$ cat config.mk
export PLATFORM = sky130hd
export DESIGN_NAME = pwsfs_top
export DESIGN_NICKNAME = d
export VERILOG_FILES = /design/src/hdl/pwsfs_pkg.sv /design/src/hdl/pwsfs_delay.sv /design/src/hdl/pwsfs_top.sv
export VERILOG_INCLUDE_DIRS = /design/src /design/src/hdl
export SDC_FILE = /design/constraint.sdc
export NUM_CORES = 1
export LEC_CHECK = 0
export CORE_MARGIN = 2
export CORE_UTILIZATION = 40
export DETAILED_ROUTE_END_ITERATION = 8
export DONT_BUFFER_PORTS = 1
export PLACE_DENSITY = 0.59
export SLEW_MARGIN = 15
export SYNTH_ARGS = -nofsm -noshare
export SYNTH_HDL_FRONTEND = slang
export SYNTH_SLANG_ARGS = --single-unit
$ cat constraint.sdc
create_clock -name aclk -period 7.31 [get_ports aclk]
set_clock_uncertainty 0.1 [all_clocks]
set_input_delay 1.462 -clock aclk [delete_from_list [all_inputs] [get_ports aclk]]
set_output_delay 1.462 -clock aclk [all_outputs]
set_load 0.01 [all_outputs]
$ cat src/hdl/pwsfs_params.svh
// constants of the power switch fault sequencer
`ifndef PWSFS_PARAMS_SVH
`define PWSFS_PARAMS_SVH
`define PWSFS_CLK_MHZ 200
// timing figures in their own units
`define PWSFS_ALERT_CUTOFF_MS 500
`define PWSFS_TURN_ON_MS 20
`define PWSFS_REL_DEB_MS 50
`define PWSFS_DIE_REC_MS 30
`define PWSFS_OV_REC_MS 30
`define PWSFS_SHORT_RETRY_MS 30
`define PWSFS_SENSE_PERIOD_MS 2500
`define PWSFS_BIAS_ON_US 5000
`define PWSFS_BIAS_SETTLE_US 1600
`define PWSFS_OV_RESP_NS 100
`define PWSFS_SHORT_RESP_NS 5000
// derived cycle counts at the clock rate
`define PWSFS_MS_CYC(ms) ((ms) * 1000 * `PWSFS_CLK_MHZ)
`define PWSFS_US_CYC(us) ((us) * `PWSFS_CLK_MHZ)
`define PWSFS_OV_RESP_CYC ((`PWSFS_OV_RESP_NS * `PWSFS_CLK_MHZ) / 1000)
`define PWSFS_SHORT_RESP_CYC ((`PWSFS_SHORT_RESP_NS * `PWSFS_CLK_MHZ) / 1000)
// register map
`define PWSFS_ADDR_CTRL 8'h00
`define PWSFS_ADDR_STATUS 8'h04
`define PWSFS_ADDR_IRQ_STAT 8'h08
`define PWSFS_ADDR_IRQ_MASK 8'h0C
`define PWSFS_ADDR_ID 8'h10
`define PWSFS_ID_VALUE 32'h0000_5A01
`define PWSFS_CTRL_RESET 32'h0000_0001
`define PWSFS_MASK_RESET 32'h0000_0000
// event bit positions
`define PWSFS_EV_OT 0
`define PWSFS_EV_CUTOFF 1
`define PWSFS_EV_DIE 2
`define PWSFS_EV_OV 3
`define PWSFS_EV_SHORT 4
`define PWSFS_EV_SOFT 5
`define PWSFS_EV_W 6
`endif

$ cat src/hdl/pwsfs_pkg.sv
// types of the power switch fault sequencer
`default_nettype none
package pwsfs_pkg;
  typedef enum logic [2:0] {
    PWSFS_OFF = 3'b000,
    PWSFS_WAIT_ON = 3'b001,
    PWSFS_ON = 3'b011,
    PWSFS_FAULT = 3'b010,
    PWSFS_RECOVER = 3'b110
  } pwsfs_sw_e;
  typedef struct packed {
    logic over_temp_a;
    logic over_temp_b;
    logic die_hot;
    logic ov_ext;
    logic ov_int;
    logic ov_pin_grounded;
    logic out_low;
    logic adapter_valid;
    logic on_battery;
  } pwsfs_sense_s;
  typedef struct packed {
    logic sw_enable;
    logic discharge_en;
    logic soft_start;
  } pwsfs_drive_s;
endpackage : pwsfs_pkg
`default_nettype wire

$ cat src/hdl/pwsfs_delay.sv
// loadable down counter that flags expiry of a delay
`default_nettype none
module pwsfs_delay #(
  parameter int W = 32
) (
  input wire logic aclk, // clock
  input wire logic aresetn, // sync reset, active low
  input wire logic start, // load count and run
  input wire logic stop, // abandon the count
  input wire logic [W-1:0] count, // cycles to wait
  output logic running, // delay in progress
  output logic done // one-cycle expiry pulse
);
  logic [W-1:0] cnt_reg;
  always_ff @(posedge aclk) begin
    if (!aresetn) begin
      cnt_reg <= '0;
      running <= 1'b0;
      done <= 1'b0;
    end else begin
      done <= 1'b0;
      if (stop) begin
        running <= 1'b0;
      end else if (start) begin
        cnt_reg <= count;
        running <= 1'b1;
      end else if (running) begin
        if (cnt_reg <= W'(1)) begin
          running <= 1'b0;
          done <= 1'b1;
        end else begin
          cnt_reg <= cnt_reg - W'(1);
        end
      end
    end
  end
endmodule : pwsfs_delay
`default_nettype wire

$ cat src/hdl/pwsfs_top.sv
// fault sequencer of a load power switch with an axi4-lite status port
//
// Chosen here: the placing of the registers and the AXI4-Lite register port.
`include "pwsfs_params.svh"
`default_nettype none
// Contract
// RULE1: any thermistor over-temperature drives the alert line high
// RULE2: after cutoff delay with over-temperature still present, open switch, pull disconnect low
// RULE3: when temperature fault clears, close switch and release disconnect promptly
// RULE4: die overheat opens switch immediately, discharge stays disabled
// RULE5: after die overheat clears, wait recovery delay before re-enabling switch
// RULE6: grounded overvoltage pin selects internal threshold, else external divider compare
// RULE7: overvoltage opens the switch in under 100 ns
// RULE8: after overvoltage clears, wait recovery delay before closing switch
// RULE9: discharge resistors stay disabled throughout an overvoltage event
// RULE10: on battery, pulse bias rail on 5 ms every 2.5 s
// RULE11: sample thermistor comparators only after 1.6 ms settle in each window
// RULE12: on adapter power, bias rail is not duty-cycled
// RULE13: output below 2.35 V after close opens switch within 5 us
// RULE14: after short trip retry at 30 ms, soft-start if short persists
// RULE15: alert-to-cutoff delay is typically 500 ms
// RULE16: after adapter valid wait 20 ms, masking ov, ot and brownout; the switch alone ignores ov and ot, alert still follows ot, no brownout input
// RULE17: thermal fault release is debounced for 50 ms
// RULE18: alert returns low when over-temperature clears; delays from clock counters
module pwsfs_top #(
  parameter int ALERT_CYC = `PWSFS_MS_CYC(`PWSFS_ALERT_CUTOFF_MS),
  parameter int TURN_ON_CYC = `PWSFS_MS_CYC(`PWSFS_TURN_ON_MS),
  parameter int REL_DEB_CYC = `PWSFS_MS_CYC(`PWSFS_REL_DEB_MS),
  parameter int DIE_REC_CYC = `PWSFS_MS_CYC(`PWSFS_DIE_REC_MS),
  parameter int OV_REC_CYC = `PWSFS_MS_CYC(`PWSFS_OV_REC_MS),
  parameter int RETRY_CYC = `PWSFS_MS_CYC(`PWSFS_SHORT_RETRY_MS),
  parameter int PERIOD_CYC = `PWSFS_MS_CYC(`PWSFS_SENSE_PERIOD_MS),
  parameter int BIAS_ON_CYC = `PWSFS_US_CYC(`PWSFS_BIAS_ON_US),
  parameter int SETTLE_CYC = `PWSFS_US_CYC(`PWSFS_BIAS_SETTLE_US)
) (
  input wire logic aclk, // clock, 200 MHz
  input wire logic aresetn, // sync reset, active low
  input wire pwsfs_pkg::pwsfs_sense_s sense_in, // comparator outputs, asynchronous
  output pwsfs_pkg::pwsfs_drive_s drive_out, // switch, discharge, soft start
  output logic alert_o, // alert line level
  output logic alert_oe, // alert line drive enable
  output logic pack_disconnect_n_o, // disconnect pin level, always 0
  output logic pack_disconnect_n_oe, // high while pulling disconnect low
  output logic sensor_bias_rail, // thermistor bias rail enable
  output logic irq, // level interrupt
  input wire logic [7:0] s_axi_awaddr, // write address
  input wire logic s_axi_awvalid, // write address valid
  output logic s_axi_awready, // write address ready
  input wire logic [31:0] s_axi_wdata, // write data
  input wire logic [3:0] s_axi_wstrb, // write strobes
  input wire logic s_axi_wvalid, // write data valid
  output logic s_axi_wready, // write data ready
  output logic [1:0] s_axi_bresp, // write response
  output logic s_axi_bvalid, // write response valid
  input wire logic s_axi_bready, // write response ready
  input wire logic [7:0] s_axi_araddr, // read address
  input wire logic s_axi_arvalid, // read address valid
  output logic s_axi_arready, // read address ready
  output logic [31:0] s_axi_rdata, // read data
  output logic [1:0] s_axi_rresp, // read response
  output logic s_axi_rvalid, // read data valid
  input wire logic s_axi_rready // read data ready
);
  import pwsfs_pkg::*;

  // ----------------------------------------
  // input synchronisers
  // ----------------------------------------
  pwsfs_sense_s sync1_reg, sense;
  always_ff @(posedge aclk) begin
    if (!aresetn) begin
      sync1_reg <= '0;
      sense <= '0;
    end else begin
      sync1_reg <= sense_in;
      sense <= sync1_reg;
    end
  end

  // ----------------------------------------
  // thermistor bias duty cycle
  // ----------------------------------------
  logic [31:0] period_reg;
  logic sample_en;
  always_ff @(posedge aclk) begin
    if (!aresetn || !sense.on_battery) begin
      period_reg <= '0;
    end else if (period_reg >= 32'(PERIOD_CYC - 1)) begin
      period_reg <= '0; // RULE10
    end else begin
      period_reg <= period_reg + 32'h1;
    end
  end
  always_ff @(posedge aclk) begin
    if (!aresetn) begin
      sensor_bias_rail <= 1'b1;
      sample_en <= 1'b0;
    end else if (!sense.on_battery) begin
      sensor_bias_rail <= 1'b1; // RULE12
      sample_en <= 1'b1;
    end else begin
      sensor_bias_rail <= (period_reg < 32'(BIAS_ON_CYC)); // RULE10
      sample_en <= (period_reg >= 32'(SETTLE_CYC)) && (period_reg < 32'(BIAS_ON_CYC)); // RULE11
    end
  end

  // ----------------------------------------
  // over-temperature qualification
  // ----------------------------------------
  logic ot_sample_reg, ot_fault_reg;
  logic [31:0] rel_cnt_reg;
  always_ff @(posedge aclk) begin
    if (!aresetn) begin
      ot_sample_reg <= 1'b0;
    end else if (sample_en) begin
      ot_sample_reg <= sense.over_temp_a | sense.over_temp_b; // RULE1 RULE11
    end
  end
  // release must hold for the debounce time; a new trip restarts it
  always_ff @(posedge aclk) begin
    if (!aresetn) begin
      ot_fault_reg <= 1'b0;
      rel_cnt_reg <= '0;
    end else if (ot_sample_reg) begin
      ot_fault_reg <= 1'b1;
      rel_cnt_reg <= '0;
    end else if (ot_fault_reg) begin
      if (rel_cnt_reg >= 32'(REL_DEB_CYC - 1)) begin
        ot_fault_reg <= 1'b0; // RULE17
        rel_cnt_reg <= '0;
      end else begin
        rel_cnt_reg <= rel_cnt_reg + 32'h1;
      end
    end
  end

  // ----------------------------------------
  // overvoltage source and fault timers
  // ----------------------------------------
  logic ov_now, ov_seen_reg, die_seen_reg, short_trip;
  logic cut_run, cut_done, start_run, start_done, rec_run, rec_done;
  logic cutoff_reg, retry_pend_reg;
  logic [31:0] rec_count;
  pwsfs_sw_e sw_reg;
  assign ov_now = sense.ov_pin_grounded ? sense.ov_int : sense.ov_ext; // RULE6
  assign short_trip = (sw_reg == PWSFS_ON) && sense.out_low; // RULE13

  // alert-to-cutoff delay, restarted on each new alert
  pwsfs_delay u_cut (
    .aclk(aclk),
    .aresetn(aresetn),
    .start(ot_fault_reg && !alert_o),
    .stop(!ot_fault_reg),
    .count(32'(ALERT_CYC)),
    .running(cut_run),
    .done(cut_done)
  );
  // turn-on delay after adapter valid
  pwsfs_delay u_start (
    .aclk(aclk),
    .aresetn(aresetn),
    .start(sw_reg == PWSFS_OFF && sense.adapter_valid),
    .stop(!sense.adapter_valid),
    .count(32'(TURN_ON_CYC)),
    .running(start_run),
    .done(start_done)
  );
  // one recovery timer serves die, overvoltage and short retry
  assign rec_count = retry_pend_reg ? 32'(RETRY_CYC) :
                     die_seen_reg ? 32'(DIE_REC_CYC) : 32'(OV_REC_CYC);
  pwsfs_delay u_rec (
    .aclk(aclk),
    .aresetn(aresetn),
    .start(sw_reg == PWSFS_FAULT && !sense.die_hot && !ov_now &&
           (retry_pend_reg || !ot_fault_reg || !cutoff_reg)),
    .stop(sw_reg != PWSFS_FAULT && sw_reg != PWSFS_RECOVER),
    .count(rec_count),
    .running(rec_run),
    .done(rec_done)
  );

  // ----------------------------------------
  // alert line and pack disconnect
  // ----------------------------------------
  always_ff @(posedge aclk) begin
    if (!aresetn) begin
      alert_o <= 1'b0;
      cutoff_reg <= 1'b0;
    end else begin
      alert_o <= ot_fault_reg; // RULE1 RULE18
      if (!ot_fault_reg) begin
        cutoff_reg <= 1'b0; // RULE3
      end else if (cut_done) begin
        cutoff_reg <= 1'b1; // RULE2 RULE15
      end
    end
  end
  assign alert_oe = 1'b1;
  assign pack_disconnect_n_o = 1'b0;
  assign pack_disconnect_n_oe = cutoff_reg; // RULE2 RULE3

  // ----------------------------------------
  // switch state machine
  // ----------------------------------------
  always_ff @(posedge aclk) begin
    if (!aresetn) begin
      sw_reg <= PWSFS_OFF;
      die_seen_reg <= 1'b0;
      ov_seen_reg <= 1'b0;
      retry_pend_reg <= 1'b0;
      drive_out <= '0;
    end else begin
      case (sw_reg)
        PWSFS_OFF: begin
          drive_out <= '{sw_enable: 1'b0, discharge_en: 1'b1, soft_start: 1'b0};
          if (sense.adapter_valid) sw_reg <= PWSFS_WAIT_ON;
        end
        PWSFS_WAIT_ON: begin
          // faults masked while the turn-on delay runs
          drive_out.discharge_en <= 1'b0; // RULE16
          if (!sense.adapter_valid) begin
            sw_reg <= PWSFS_OFF;
          end else if (start_done) begin
            sw_reg <= PWSFS_ON; // RULE16
            drive_out.sw_enable <= 1'b1;
            drive_out.soft_start <= 1'b1;
          end
        end
        PWSFS_ON: begin
          drive_out.discharge_en <= 1'b0;
          drive_out.soft_start <= 1'b0;
          if (sense.die_hot || ov_now || short_trip || cutoff_reg) begin
            sw_reg <= PWSFS_FAULT;
            drive_out.sw_enable <= 1'b0; // RULE4 RULE7 RULE13 RULE2
            die_seen_reg <= sense.die_hot;
            ov_seen_reg <= ov_now;
            retry_pend_reg <= short_trip && !sense.die_hot && !ov_now;
          end else if (!sense.adapter_valid) begin
            sw_reg <= PWSFS_OFF;
            drive_out.sw_enable <= 1'b0;
          end
        end
        PWSFS_FAULT: begin
          drive_out.sw_enable <= 1'b0;
          // no discharge for die heat, overvoltage or short
          drive_out.discharge_en <= cutoff_reg && !sense.die_hot && !ov_now && !retry_pend_reg; // RULE4 RULE9
          if (sense.die_hot) die_seen_reg <= 1'b1;
          if (ov_now) ov_seen_reg <= 1'b1;
          if (!sense.adapter_valid) sw_reg <= PWSFS_OFF;
          else if (!cutoff_reg && !ov_seen_reg && !die_seen_reg && !retry_pend_reg) begin
            sw_reg <= PWSFS_ON; // RULE3
            drive_out.sw_enable <= 1'b1;
          end else if (rec_run) sw_reg <= PWSFS_RECOVER;
        end
        PWSFS_RECOVER: begin
          drive_out.discharge_en <= 1'b0;
          if (sense.die_hot || ov_now || !sense.adapter_valid) begin
            sw_reg <= PWSFS_FAULT;
          end else if (rec_done) begin
            sw_reg <= PWSFS_ON; // RULE5 RULE8 RULE14
            drive_out.sw_enable <= 1'b1;
            drive_out.soft_start <= retry_pend_reg; // RULE14
            die_seen_reg <= 1'b0;
            ov_seen_reg <= 1'b0;
            retry_pend_reg <= 1'b0;
          end
        end
        default: sw_reg <= PWSFS_OFF;
      endcase
    end
  end

  // ----------------------------------------
  // events and interrupt
  // ----------------------------------------
  logic [`PWSFS_EV_W-1:0] ev, stat_reg, mask_reg;
  logic ctrl_irq_en_reg, rd_stat;
  always_comb begin
    ev = '0;
    ev[`PWSFS_EV_OT] = ot_fault_reg && !alert_o;
    ev[`PWSFS_EV_CUTOFF] = cut_done;
    ev[`PWSFS_EV_DIE] = sw_reg == PWSFS_ON && sense.die_hot;
    ev[`PWSFS_EV_OV] = sw_reg == PWSFS_ON && ov_now;
    ev[`PWSFS_EV_SHORT] = short_trip;
    ev[`PWSFS_EV_SOFT] = rec_done && retry_pend_reg;
  end
  always_ff @(posedge aclk) begin
    if (!aresetn) begin
      stat_reg <= '0;
    end else begin
      stat_reg <= (rd_stat ? '0 : stat_reg) | ev; // set wins over read clear
    end
  end
  always_ff @(posedge aclk) begin
    if (!aresetn) irq <= 1'b0;
    else irq <= ctrl_irq_en_reg && |(stat_reg & mask_reg);
  end

  // ----------------------------------------
  // axi4-lite slave
  // ----------------------------------------
  logic aw_hold, w_hold;
  logic [7:0] awaddr_reg;
  logic [31:0] wdata_reg;
  assign aw_hold = !s_axi_awready;
  assign w_hold = !s_axi_wready;
  always_ff @(posedge aclk) begin
    if (!aresetn) begin
      s_axi_awready <= 1'b1;
      s_axi_wready <= 1'b1;
      s_axi_bvalid <= 1'b0;
      s_axi_bresp <= 2'h0;
      awaddr_reg <= '0;
      wdata_reg <= '0;
      ctrl_irq_en_reg <= 1'(`PWSFS_CTRL_RESET);
      mask_reg <= `PWSFS_EV_W'(`PWSFS_MASK_RESET);
    end else begin
      if (s_axi_awvalid && s_axi_awready) begin
        awaddr_reg <= s_axi_awaddr;
        s_axi_awready <= 1'b0;
      end
      if (s_axi_wvalid && s_axi_wready) begin
        wdata_reg <= s_axi_wdata;
        s_axi_wready <= 1'b0;
      end
      if (aw_hold && w_hold && !s_axi_bvalid) begin
        s_axi_bvalid <= 1'b1;
        s_axi_bresp <= 2'h0;
        case (awaddr_reg)
          `PWSFS_ADDR_CTRL: ctrl_irq_en_reg <= wdata_reg[0];
          `PWSFS_ADDR_IRQ_MASK: mask_reg <= wdata_reg[`PWSFS_EV_W-1:0];
          `PWSFS_ADDR_STATUS, `PWSFS_ADDR_IRQ_STAT, `PWSFS_ADDR_ID: ;
          default: s_axi_bresp <= 2'h2;
        endcase
      end
      if (s_axi_bvalid && s_axi_bready) begin
        s_axi_bvalid <= 1'b0;
        s_axi_awready <= 1'b1;
        s_axi_wready <= 1'b1;
      end
    end
  end
  assign rd_stat = s_axi_arvalid && s_axi_arready && s_axi_araddr == `PWSFS_ADDR_IRQ_STAT;
  always_ff @(posedge aclk) begin
    if (!aresetn) begin
      s_axi_arready <= 1'b1;
      s_axi_rvalid <= 1'b0;
      s_axi_rdata <= '0;
      s_axi_rresp <= 2'h0;
    end else if (s_axi_arvalid && s_axi_arready) begin
      s_axi_arready <= 1'b0;
      s_axi_rvalid <= 1'b1;
      s_axi_rresp <= 2'h0;
      case (s_axi_araddr)
        `PWSFS_ADDR_CTRL: s_axi_rdata <= {31'h0, ctrl_irq_en_reg};
        `PWSFS_ADDR_STATUS: s_axi_rdata <= {24'h0, alert_o, cutoff_reg,
                                            drive_out.sw_enable, 2'h0, sw_reg};
        `PWSFS_ADDR_IRQ_STAT: s_axi_rdata <= {26'h0, stat_reg};
        `PWSFS_ADDR_IRQ_MASK: s_axi_rdata <= {26'h0, mask_reg};
        `PWSFS_ADDR_ID: s_axi_rdata <= `PWSFS_ID_VALUE; // arbitrary value
        default: begin
          s_axi_rdata <= '0;
          s_axi_rresp <= 2'h2;
        end
      endcase
    end else if (s_axi_rvalid && s_axi_rready) begin
      s_axi_rvalid <= 1'b0;
      s_axi_arready <= 1'b1;
    end
  end
endmodule : pwsfs_top
`default_nettype wire

==> results.toml <==
[synthesis]
yosysMostFrequentCell = "dfxtp_1"
ys_warn_count = 0
synth_common_cells = "243 x dfxtp_1, 182 x nor2_1, 90 x a21oi_1, 90 x nand2_1, 67 x nand3_1"
yosysSeqAreaShare_pct = 43.68
synth.area.top_cells = "dfxtp_1 44%, nor2_1 6.1%, xor2_1 4.9%"
synth_area_per_cell_um2 = 8.355
synthFlopType = "dfxtp_1"
synth_edf_count = 0
async_flop_share_pct = 0
yosysTopAreaCell = "dfxtp_1"
synth_cells = 1333
yosysTopAreaCellShare_pct = 43.68
syn_area_um2 = 11140
synth_cell_types = 63
ys_seq_elements = 243

[cts]
cts_made_buffers = 27
clockBufferDepth = 3
post_cts_resized = 0
clk_pin_slew_ns = 0.06
cts_tree = "done"
cts.sinks = 243
clk-insertion-delay-late_ns = 0.54
ctsRootBufferMaster = "clkbuf_16"
ctsHtreeMaxLevel = 1
post-cts-setup-buffer-count = 0
cts_hold_buf = 0

[worst_setup_path]
critPathLaunchType = "flop"
worst-path-buf-inv = 0
critPathKind = "flop to flop"
cp.arrival_ns = 3.64
cp-startpoint = "sw_reg[1]"
required_ns = 7.65
end_kind = "flop"
cp_top_family = "simple AND/OR/NAND/NOR gates"
crit_path_top_delay_cell = "or4_1"
worstReg2RegStart = "sw_reg[1]"
crit_chain = "or3b_2 -> or4_1 -> a21oi_1 -> o21ai_2 -> or4_1 -> a21oi_1"
critPathMaxStageDelay_ns = 0.70
path_max_fanout = 19

[layout]
utilization_pct = 44.04
fillers = 2766
final_nets = 1377
drive_above_1_share_pct = 5.155
n_antenna_cell = 0
fin_area_um2 = 12170
area.growth.synth_to_final_pct = 9.269

[global_routing]
grt_busiest_layer = "met2"
antenna_found_initial = 0
grt_pass1_wl_um = 40770
grt_remaining_overflow = 0
grt_max_degree = 72
use_met3_pct = 2.938
met1_usage_pct = 23.88
grt_use_total_pct = 16.67
grt_pass1_vias = 8240
use_met2_pct = 25.91

[detailed_routing]
drt-total-wl_um = 24490
first_iter_violations = 471
first_pass_iters = 4
avgRoutedWirePerCell_um = 14.43
antenna_left = 0
via_per_inst = 5.282
remaining_drc_errors = 0
vias = 8963

[floorplan]
die_h_um = 170.9
initial_utilization_pct = 40.31
die_w_um = 170.9
coreArea_um2 = 27630
num_rows = 61
die-area_um2 = 29190
ioPinCount = 118

[power]
p_sw_uw = 743.4
p_clk_share_pct = 44.2
intPower_uw = 2231
p_comb_share_pct = 8.5
leakagePower_uw = 0.004365
power_frac_seq_pct = 47.2
p_per_area_nw_per_um2 = 244.4
vdd_ir_drop_max_uv = 173.7
p_sw_share_pct = 24.99

[timing]
hold_viol = 0
period_needed_ns = 3.297
period_share_pct = 45.11
maxSlewHeadroom_pct = 25.43
setup_violations = 0
finalSetupTns_ns = 0
finalMaxSlewViolations = 0
hold-worst-slack_ns = 0.3189
fmax_ghz = 0.3033
tightest_slew_ns = 1.110
rsz0062_at_grt = "no"

[place]
place_area_um2 = 11300
io_buffers = 0
dp_hpwl_um = 16270
place.gp.congestion = 0.8117

[run_status]
status = "finished, final reports clean"

[flow_run]
drv_cap = 0

[worst_hold_path]
hold_start = "sense[0]"
min_path_type = "flop to flop"
-- cell usage in the layout (no fill, tap or decap), types with 13 or more instances in the layout --
master and n:
and2_1 34, nor3_1 49, or3_1 22, nor2_1 181
o21ai_0 64, nand4_1 18, dfxtp_1 243, a22oi_1 13
clkbuf_16 27, conb_1 27, nand3_1 67, a21oi_1 90
and3_1 16, a31oi_1 19, xnor2_1 45, xor2_1 62
inv_1 21, nand2_1 90, nor4_1 29, or4_1 31
-- per-stage QoR --
stage	cells	power, µW	worst slack, ns
after detailed placement	1649	1683	3.744
after global routing	1697	3100	3.809
final	1697	2975	4.013
after CTS	1697	3010	3.818
after floorplan	1358	1638	4.089
after global placement	1649	1682	3.781
-- final timing paths --
path,cells past startpoint,endpoint,slack (ns)
worst max register to register,6,u_rec.cnt_reg[29],4.01
worst min register to register,1,sensor_bias_rail,0.32
worst max-delay path,6,u_rec.cnt_reg[29],4.01
worst min-delay path,1,sensor_bias_rail,0.32
-- kinds of logic (layout without fill, tap and decap cells) --
group	count (synthesis)	after routing	share of synthesized area [%]
AND/OR/NAND/NOR	595	595	27.09
AO/OA/AOI/OAI	248	248	13.40
flip-flops	243	243	43.68
buffers and inverters	113	74	4.730
XOR/XNOR	107	107	8.415
multiplexers	16	16	1.607
adder cells (fa/ha/maj)	9	9	1.011
other	2	27	0.06743
-- layout make-up --
cell class              count  area [µm²]  area share, %
clock buffers              37       743.2          6.107
clock inverters            11       111.4         0.9151
inverters                  22       82.58         0.6786
multi-input cells        1002        5864          48.19
flip-flops and latches    243        4865          39.98
well taps                 378       473.0          3.886
repair buffers              4       30.03         0.2468
-- per-layer routing --
metal / routed length (µm) / share of wire [%]
met2: 10390 / 42
met3: 1111 / 4.5
met5: 0 / 0
met1: 12510 / 51
met4: 490 / 2.0
-- power groups by stage --
| stage | Sequential, µW | Combinational, µW | Clock [µW] |
|---|---|---|---|
| final | 1410 | 253 | 1320 |
| after floorplan | 1420 | 221 | 0 |
| after global placement | 1430 | 248 | 0 |
| after global routing | 1410 | 288 | 1400 |
| after CTS | 1410 | 251 | 1350 |
| after detailed placement | 1430 | 249 | 0 |
Power figures use the tool's default switching activity.
